--- config.mk ---
export PLATFORM = sky130hd
export DESIGN_NAME = oltw_top
export DESIGN_NICKNAME = d
export VERILOG_FILES = /design/src/rtl/oltw_accum.v /design/src/rtl/oltw_top.v
export VERILOG_INCLUDE_DIRS = /design/src /design/src/rtl
export SDC_FILE = /design/constraint.sdc
export NUM_CORES = 1
export LEC_CHECK = 0
export ABC_AREA = 1
export BUFFER_PORTS_ARGS = -buffer_cell sky130_fd_sc_hd__buf_2
export CAP_MARGIN = 40
export CORE_UTILIZATION = 45
export CTS_CLUSTER_SIZE = 10
export DETAILED_ROUTE_END_ITERATION = 16
export GPL_TIMING_DRIVEN = 0
export PLACE_DENSITY = 0.67
export SLEW_MARGIN = 20
export SYNTH_ARGS = -nofsm -noshare
export SYNTH_HDL_FRONTEND = slang
export SYNTH_HIERARCHICAL = 1
export SYNTH_SLANG_ARGS = --single-unit
--- constraint.sdc ---
create_clock -name i_clock -period 10.5 [get_ports i_clock]
set_input_delay 1.05 -clock i_clock [delete_from_list [all_inputs] [get_ports i_clock]]
set_output_delay 1.05 -clock i_clock [all_outputs]
set_load 0.01 [all_outputs]
--- src/rtl/oltw_defines.vh ---
// Constants for the open-loop tuning word register bank
`ifndef OLTW_DEFINES_VH
`define OLTW_DEFINES_VH

// Register indices; the APB byte address is four times the index
`define OLTW_IDX_CONTROL 12'h100
`define OLTW_IDX_STATUS 12'h101
`define OLTW_IDX_BYTE0 12'h1A6
`define OLTW_IDX_BYTE1 12'h1A7
`define OLTW_IDX_BYTE2 12'h1A8
`define OLTW_IDX_BYTE3 12'h1A9
`define OLTW_IDX_BYTE4 12'h1AA
`define OLTW_IDX_BYTE5 12'h1AB
`define OLTW_BYTE_COUNT 6

// Byte address handling
`define OLTW_ADDR_LSB 2
`define OLTW_IDX_W 12
`define OLTW_ADDR_LOW 2'h0

// Control register fields
`define OLTW_CTRL_LOOP_CLOSED 0
`define OLTW_CTRL_EST_DISABLE 4
`define OLTW_CTRL_RESET 8'h00

// Status register fields
`define OLTW_STAT_PENDING 0
`define OLTW_STAT_LOOP_CLOSED 1
`define OLTW_STAT_EST_DISABLE 2

// Reset values
`define OLTW_WORD_RESET 48'h000000000000
`define OLTW_DATA_ZERO 32'h00000000

`endif

--- src/rtl/oltw_accum.v ---
// Phase accumulator of the synthesizer, advanced by the tuning word every clock
`timescale 1ns/1ps
module oltw_accum #(
  parameter WIDTH = 48
) (
  // Clock and reset
  input wire i_clock,
  input wire i_rst,
  // Tuning word
  input wire [WIDTH-1:0] i_tuning_word,
  // Accumulated phase
  output reg [WIDTH-1:0] o_phase
);

  // Out of reset, phase only adds the current word, so a word change never jumps phase
  always @(posedge i_clock or posedge i_rst) begin
    if (i_rst) begin
      o_phase <= {WIDTH{1'b0}};
    end else begin
      o_phase <= o_phase + i_tuning_word;
    end
  end

endmodule

--- src/rtl/oltw_top.v ---
// Open-loop tuning word register bank with APB access and synthesizer drive
`timescale 1ns/1ps
`include "oltw_defines.vh"
module oltw_top #(
  parameter WORD_W = 48,
  parameter ADDR_W = 16,
  parameter [47:0] STRAP_BASE_WORD = 48'h100000000000,
  parameter [47:0] STRAP_STEP_WORD = 48'h010000000000
) (
  // Clock and reset
  input wire i_clock,
  input wire i_rst,
  // APB slave
  input wire i_psel,
  input wire i_penable,
  input wire i_pwrite,
  input wire [ADDR_W-1:0] i_paddr,
  input wire [31:0] i_pwdata,
  output reg o_pready,
  output reg [31:0] o_prdata,
  output reg o_pslverr,
  // Startup straps, bit 0 is the first pin, bit 3 the last
  input wire [3:0] i_startup_strap_pins,
  // Closed-loop tuning word from the loop filter
  input wire [WORD_W-1:0] i_loop_tuning_word,
  // Synthesizer drive
  output reg [WORD_W-1:0] o_dds_tuning_word,
  output wire [WORD_W-1:0] o_dds_phase,
  // Loop control and frequency estimate seed
  output reg o_loop_closed,
  output reg o_estimate_load,
  output reg [WORD_W-1:0] o_estimate_seed
);

  // Bus decode
  wire [`OLTW_IDX_W-1:0] bus_index;
  wire bus_access;
  wire bus_setup_access;
  wire bus_commit;
  wire addr_aligned;
  reg addr_hit;
  reg [7:0] byte_read;
  reg [31:0] read_word;

  // State
  reg [WORD_W-1:0] staged_word_reg;
  reg [WORD_W-1:0] active_word_reg;
  reg [7:0] control_reg;
  reg strap_load_reg;
  reg est_disable_prev_reg;
  reg [WORD_W-1:0] strap_word;

  // Next values
  reg [WORD_W-1:0] staged_word_next;
  reg [WORD_W-1:0] active_word_next;
  reg [7:0] control_next;
  reg pready_next;
  reg [31:0] prdata_next;
  reg pslverr_next;
  reg [WORD_W-1:0] dds_word_next;
  reg estimate_load_next;

  wire loop_closed;
  wire est_disable;
  wire write_byte5;
  wire pending;

  integer i;
  integer j;

  assign bus_index = i_paddr[`OLTW_IDX_W+`OLTW_ADDR_LSB-1:`OLTW_ADDR_LSB];
  assign addr_aligned = (i_paddr[`OLTW_ADDR_LSB-1:0] == `OLTW_ADDR_LOW);
  assign bus_access = i_psel & i_penable;
  assign bus_setup_access = bus_access & ~o_pready;
  assign bus_commit = bus_access & o_pready & i_pwrite & addr_hit;
  assign loop_closed = control_reg[`OLTW_CTRL_LOOP_CLOSED];
  assign est_disable = control_reg[`OLTW_CTRL_EST_DISABLE];
  assign write_byte5 = bus_commit & (bus_index == `OLTW_IDX_BYTE5);
  assign pending = (staged_word_reg != active_word_reg);

  // Default word from the strap levels
  always @* begin
    strap_word = STRAP_BASE_WORD + (STRAP_STEP_WORD * {44'h00000000000, i_startup_strap_pins});
  end

  // Address decode and read mux
  always @* begin
    addr_hit = 1'b0;
    byte_read = 8'h00;
    read_word = `OLTW_DATA_ZERO;
    if (addr_aligned && (i_paddr[ADDR_W-1:`OLTW_IDX_W+`OLTW_ADDR_LSB] == 0)) begin
      // Byte registers first, then control and status
      for (i = 0; i < `OLTW_BYTE_COUNT; i = i + 1) begin
        if (bus_index == `OLTW_IDX_BYTE0 + i) begin
          addr_hit = 1'b1;
          byte_read = staged_word_reg[i*8 +: 8];
        end
      end
      if (addr_hit) begin
        read_word = {24'h000000, byte_read};
      end else if (bus_index == `OLTW_IDX_CONTROL) begin
        addr_hit = 1'b1;
        read_word = {24'h000000, control_reg};
      end else if (bus_index == `OLTW_IDX_STATUS) begin
        addr_hit = 1'b1;
        read_word[`OLTW_STAT_PENDING] = pending;
        read_word[`OLTW_STAT_LOOP_CLOSED] = loop_closed;
        read_word[`OLTW_STAT_EST_DISABLE] = est_disable;
      end
    end
  end

  // Next APB answer: one wait state, read data and error only beside pready
  always @* begin
    pready_next = bus_setup_access;
    prdata_next = `OLTW_DATA_ZERO;
    pslverr_next = 1'b0;
    if (bus_setup_access) begin
      prdata_next = i_pwrite ? `OLTW_DATA_ZERO : read_word;
      pslverr_next = ~addr_hit;
    end
  end

  // APB answer registers
  always @(posedge i_clock or posedge i_rst) begin
    if (i_rst) begin
      o_pready <= 1'b0;
      o_prdata <= `OLTW_DATA_ZERO;
      o_pslverr <= 1'b0;
    end else begin
      o_pready <= pready_next;
      o_prdata <= prdata_next;
      o_pslverr <= pslverr_next;
    end
  end

  // Strap capture happens on the first edge after reset release
  always @(posedge i_clock or posedge i_rst) begin
    if (i_rst) begin
      strap_load_reg <= 1'b1;
    end else begin
      strap_load_reg <= 1'b0;
    end
  end

  // Next values of the staged bytes, control and the committed word
  always @* begin
    staged_word_next = staged_word_reg;
    active_word_next = active_word_reg;
    control_next = control_reg;
    if (strap_load_reg) begin
      staged_word_next = strap_word;
      active_word_next = strap_word;
    end else begin
      if (bus_commit) begin
        for (j = 0; j < `OLTW_BYTE_COUNT; j = j + 1) begin
          if (bus_index == `OLTW_IDX_BYTE0 + j) begin
            staged_word_next[j*8 +: 8] = i_pwdata[7:0];
          end
        end
        if (bus_index == `OLTW_IDX_CONTROL) begin
          control_next = i_pwdata[7:0];
        end
      end
      // Top byte write commits all six bytes at once
      if (write_byte5) begin
        active_word_next = {i_pwdata[7:0], staged_word_reg[WORD_W-9:0]};
      end
    end
  end

  // Staged bytes, control and the committed word
  always @(posedge i_clock or posedge i_rst) begin
    if (i_rst) begin
      staged_word_reg <= `OLTW_WORD_RESET;
      active_word_reg <= `OLTW_WORD_RESET;
      control_reg <= `OLTW_CTRL_RESET;
    end else begin
      staged_word_reg <= staged_word_next;
      active_word_reg <= active_word_next;
      control_reg <= control_next;
    end
  end

  // Next word toward the synthesizer and the estimate seed pulse
  always @* begin
    dds_word_next = loop_closed ? i_loop_tuning_word : active_word_reg;
    estimate_load_next = est_disable & (~est_disable_prev_reg | (loop_closed & ~o_loop_closed));
  end

  // Synthesizer word select and estimate seeding
  always @(posedge i_clock or posedge i_rst) begin
    if (i_rst) begin
      o_dds_tuning_word <= `OLTW_WORD_RESET;
      o_loop_closed <= 1'b0;
      o_estimate_load <= 1'b0;
      o_estimate_seed <= `OLTW_WORD_RESET;
      est_disable_prev_reg <= 1'b0;
    end else begin
      o_dds_tuning_word <= dds_word_next;
      o_loop_closed <= loop_closed;
      est_disable_prev_reg <= est_disable;
      o_estimate_seed <= active_word_reg;
      o_estimate_load <= estimate_load_next;
    end
  end

  // Phase accumulator
  oltw_accum #(
    .WIDTH(WORD_W)
  ) u_accum (
    .i_clock(i_clock),
    .i_rst(i_rst),
    .i_tuning_word(o_dds_tuning_word),
    .o_phase(o_dds_phase)
  );

endmodule

==> results.cfg, run 1 <==
[global_routing]
grtUsageMet2 = 0.5091
antenna_found_initial = 2
grt_use_met3 = 0.03287
grt_pass1_vias = 13440
grt_start_max_net_pins = 104
grt_pass1_wl_um = 76630
overflow = 0
gr-max-usage-layer = met2
gr-usage-met1 = 0.3933
grt_util_all_layers = 0.3017

[finish]
fin_nets = 2525
n_fill_cell = 3186
fin_area_um2 = 18070
syn_to_final_growth_pct = 19.18
drive_above_1_share = 0.1874
antenna_cells = 0

[route]
routedWlPerCell_um = 18.00
ant_nets = 0
drc = 0
drtIter0Drc = 967
via_per_inst = 4.933
dr.pass1.iters = 5
drt_wl_total_um = 50880
vias = 13950

[flow_run]
maxCapViolCount = 0

[floorplan]
coreArea_um2 = 32870
die-area_um2 = 34440
die-height_um = 185.6
std_cell_rows = 66
fp.dieW_um = 185.6
boundaryPins = 285
initial_core_util = 0.4614

[critical_path]
worst-path-buf-inv = 3
r2r-start = control_reg[0]$_DFFE_PP0P_
critPathLaunchType = primary input
cp_cell_sequence = buf_2, nor2_8, nand2_2, nor4_1, nand3_1, nand2_1, buf_4, buf_2, o21ai_0
critPathArrivalTime_ns = 2.84
cpMostUsedCell = buf_2
path_max_fanout = 10
worstSetupEndpoint = active_word_reg[44]$_DFFE_PP0P_
r2r.worst_path.cells = 5
reg2reg_slack_ns = 8.10
cp-end-kind = register
cp.required_ns = 10.87
r2r-end = o_dds_tuning_word[19]$_DFF_PP0_
critPathSlowestCell = buf_2
worstSetupPathDepth = 9
max_stage_delay_ns = 0.30
cp_top_family = simple AND/OR/NAND/NOR gates
crit_type = primary input to register
cp-startpoint = i_paddr[6]

[synth]
ys_ff_latch = 262
synthArstFlopShare = 1.000
synthTopCellsByCount = 720 x nand2_1, 379 x inv_1, 261 x dfrtp_1, 137 x nor2_1, 127 x o21ai_0
syn-instance-count = 2073
yosys.area.top_type = dfrtp_1
synth_top_area_frac = 0.4307
synthFlopType = dfrtp_1
ys_types = 43
synth_enable_flop_cells = 0
synth_area_per_cell_um2 = 7.316
synth.cell_area_um2 = 15170
yosysWarnings = 6
yosys-top-cells-area = dfrtp_1 43%, nand2_1 18%, inv_1 9.4%
yosysMostFrequentCell = nand2_1
seq_area_frac_synth = 0.4324

[clocking]
clk_pin_slew_ns = 0.05
clockBufferDepth = 3
ctsRootBufferMaster = clkbuf_16
clkLatencyLatePin_ns = 0.52
cts.hold.buffers_added = 0
clock_sinks = 262
cts_buffers = 34
cts_max_level = 2
postCtsSetupBuffers = 0
cts_tree = done
ctsResizeCount = 0

[placed_design]
place_area_um2 = 17080
place_ws_ns = 7.528
dp_hpwl_um = 40800
gp_congestion = 0.9056
io_buffers = 236

[sta]
hold_viol = 0
worst_pin_slew_ns = 0.8838
fin_crit_ns = 2.466
setup_ws_ns = 8.034
clock_skew_ns = 0.02780
max_freq_ghz = 0.4056
slew_violations = 0
setup_viol = 0
period_share = 0.2348
rsz0062_at_grt = no
tns_ns = 0
max-slew-margin-rel = 0.4108

[power_and_ir_drop]
power.density_nw_per_um2 = 136.8
p_leak_nw = 10.03
ir_drop_mv = 0.09430

[hold_path]
hp-class = register to register

[outcome]
status = finished clean
cells in the final DEF (no fill, tap or decap), types with 5 or more instances in the layout:
cell type	instances
nand2_1	720
inv_1	377
dfrtp_1	261
buf_2	241
nor2_1	137
o21ai_0	127
nand3_1	62
ha_1	47
a21oi_1	44
nor2_2	35
o21ai_1	35
clkbuf_16	35
buf_4	30
clkbuf_1	26
conb_1	25
nand2_2	24
xor2_1	24
xnor2_1	16
o21ai_2	14
nand4_1	13
inv_2	10
nand3_2	10
nor2_4	9
o21a_1	7
nand4_4	6
buf_6	6
nor3_1	5
metal layers:
layer / routed length [µm] / part of all wire
met3: 2916 / 0.057
met5: 0 / 0
met4: 2233 / 0.044
met2: 24340 / 0.48
met1: 21400 / 0.42
final cells by class:
class | instances | area, µm² | share of cell area
timing repair buffer | 239 | 1264 | 0.06992
multi-input combinational | 1382 | 6820 | 0.3773
buffer | 62 | 396.6 | 0.02194
clock buffer | 43 | 935.9 | 0.05178
clock inverter | 6 | 56.30 | 0.003115
sequential | 262 | 6558 | 0.3628
tap | 442 | 553.0 | 0.03060
inverter | 391 | 1491 | 0.08251
power by group:
| part | switching [mW] | internal [mW] |
|---|---|---|
| clock network | 0.440 | 0.625 |
| registers | 0.0190 | 1.04 |
| logic | 0.229 | 0.120 |
| total | 0.688 | 1.78 |
metrics by stage:
| stage | utilization | instances | hold WS, ns | power, mW |
|---|---|---|---|---|
| 6_report | 0.5499 | 2827 | 0.3688 | 2.473 |
| 5_1_grt | 0.5499 | 2827 | 0.3789 | 2.584 |
| 4_1_cts | 0.5499 | 2827 | 0.3715 | 2.493 |
| 3_5_place_dp | 0.5198 | 2778 | 0.3636 | 1.424 |
| 3_3_place_gp | 0.5169 | 2775 | 0.3558 | 1.415 |
| 2_1_floorplan | - | 2097 | 0.3519 | 1.299 |
kinds of logic after synthesis:
group | share of synthesized area
AOI/OAI and AO/OA | 0.08456
xor gates and xnor gates | 0.02310
adders and majority gates | 0.04010
buffers and inverters | 0.1238
DFF | 0.4324
other | 0.0002473
and+or+nand+nor | 0.2958
worst min path at each step:
stage | startpoint | to | slack [ns] | depth (start not counted)
finish | control_reg[0]$_DFFE_PP0P_ | o_loop_closed$_DFF_PP0_ | 0.37 | 0
global route | control_reg[0]$_DFFE_PP0P_ | o_loop_closed$_DFF_PP0_ | 0.38 | 0
floorplan | control_reg[0]$_DFFE_PP0P_ | o_loop_closed$_DFF_PP0_ | 0.35 | 0
CTS | control_reg[0]$_DFFE_PP0P_ | o_loop_closed$_DFF_PP0_ | 0.37 | 0
global placement | control_reg[0]$_DFFE_PP0P_ | o_loop_closed$_DFF_PP0_ | 0.36 | 0
detailed placement | control_reg[0]$_DFFE_PP0P_ | o_loop_closed$_DFF_PP0_ | 0.36 | 0
(Power assumes the default switching activity.)
==> run 2: changes to the inputs <==
Clock period 10.5 ns to 2.4 ns, I/O delays scaled along.
==> results.cfg, run 2 (synthesis gave the netlist of run 1 again) <==
[outcome]
status = finished clean

[hold_path]
whs_endpoint = active_word_reg[40]$_DFFE_PP0P_
hp-class = primary input to register
hold-path-cell-count = 5
hold_start = i_startup_strap_pins[0]

[route]
ant_nets = 0
via_per_inst = 4.963
drc = 0
dr.pass1.iters = 7
routedWlPerCell_um = 17.65
vias = 14300
drt_wl_total_um = 50870
drtIter0Drc = 953

[clocking]
cts_tree = done
ctsRootBufferMaster = clkbuf_16
clockBufferDepth = 3
cts_max_level = 1
clkLatencyLatePin_ns = 0.58
postCtsSetupBuffers = 0
clock_sinks = 262
cts_buffers = 31
clk_pin_slew_ns = 0.06

[critical_path]
critPathArrivalTime_ns = 2.71
cp.required_ns = 2.86
r2r-end = u_accum/o_phase[46]$_DFF_PP0_
r2r-start = o_dds_tuning_word[0]$_DFF_PP0_
crit_type = register to register
reg2reg_slack_ns = 0.15
critPathLaunchType = register
r2r.worst_path.cells = 12
cp-end-kind = register
path_max_fanout = 4

[sta]
fin_crit_ns = 2.248
rsz0062_at_grt = no
tns_ns = 0
period_share = 0.9368
hold_viol = 0
worst_pin_slew_ns = 0.7794
holdWs_ns = 0.01854
slew_violations = 0
setup_viol = 0
max-slew-margin-rel = 0.4804
setup_ws_ns = 0.1516
max_freq_ghz = 0.4448
clock_skew_ns = 0.01553

[global_routing]
grt_pass1_vias = 13840
overflow = 0
grt_util_all_layers = 0.2966
grt_pass1_wl_um = 75960
grt_start_max_net_pins = 49
antenna_found_initial = 2

[finish]
final_common_cell = nand2_1
syn_to_final_growth_pct = 22.62
drive_above_1_share = 0.1832
fin_nets = 2584
antenna_cells = 0
layout_common_cells = 720 x nand2_1, 377 x inv_1, 261 x dfrtp_1, 241 x buf_2, 137 x nor2_1

[flow_run]
maxCapViolCount = 0

[floorplan]
die-height_um = 185.6
die-area_um2 = 34440
coreArea_um2 = 32870
initial_core_util = 0.4614
std_cell_rows = 66
fp.dieW_um = 185.6
boundaryPins = 285

[placed_design]
dp_hpwl_um = 40150
io_buffers = 236
place_ws_ns = 0.01140
gp_congestion = 0.9577

[power_and_ir_drop]
p_leak_nw = 10.24
ir_drop_mv = 0.5369
power.density_nw_per_um2 = 565.0
power.total_mw = 10.51
[run 2: changes by cell type in the layout (fill, tap and decap cells not counted), moves of 2 or more]
cell / change
buf_16: -3
clkinv_8: -2
dlygate4sd3_1: +58
buf_12: +7
clkbuf_16: -4
clkbuf_1: -2
[run 2: worst max-delay path, cell delays in order, from the launching register on]
cell,delay (ns)
dfrtp_1,0.39
ha_1,0.27
fa_2,0.41
nand2_1,0.12
nand2_1,0.08
nand3_1,0.09
nand2_1,0.14
nand2_1,0.12
nand2_1,0.10
nand2_1,0.20
nand3_1,0.10
nand2_1,0.06
nand2_1,0.05
[run 2: area by class of cell]
class,count,area [µm²]
fillers,3174,14270
multi-input cells,1382,6823
flip-flops and latches,262,6558
repair buffers,301,1902
inverters,391,1488
clock buffers,39,845.8
well taps,442,553.0
plain buffers,62,397.9
clock inverters,3,30.03
[run 2: power by group]
group          total (mW)  switching [mW]  internal [mW]
Combinational        1.59           0.998          0.595
Clock                4.28            1.85           2.43
Sequential           4.63          0.0859           4.55
[run 2: worst max-delay path by stage]
stage	startpoint	endpoint	cells after the start
final	o_dds_tuning_word[0]$_DFF_PP0_	u_accum/o_phase[46]$_DFF_PP0_	12
after CTS	o_dds_tuning_word[0]$_DFF_PP0_	u_accum/o_phase[46]$_DFF_PP0_	12
after detailed placement	control_reg[0]$_DFFE_PP0P_	o_dds_tuning_word[20]$_DFF_PP0_	5
after global placement	i_rst	o_estimate_seed[47]$_DFF_PP0_	2
after global routing	i_penable	o_prdata[7]$_DFF_PP0_	9
after floorplan	i_rst	active_word_reg[0]$_DFFE_PP0P_	1
[run 2: stage by stage]
stage | instances | instance area [µm²] | util
floorplan | 2097 | 15260 | -
global placement | 2775 | 16990 | 0.5171
detailed placement | 2782 | 17140 | 0.5214
CTS | 2882 | 18590 | 0.5657
global route | 2882 | 18600 | 0.5658
finish | 2882 | 18600 | 0.5658
[run 2: per-layer routing]
layer	global-route usage	part of all wire	up-vias	wire length (µm)
met5	0	0	-	0
met4	0.1430	0.053	0	2679
met3	0.03111	0.057	141	2875
met2	0.5118	0.48	562	24440
met1	0.3709	0.41	6638	20880
li1	-	-	6962	-
[run 2: timing repair]
action | CTS | global route
hold endpoints to repair | 126 | 0
resized for setup | 1 | 1
setup endpoints to repair | 3 | 1
hold buffers | 58 | 0
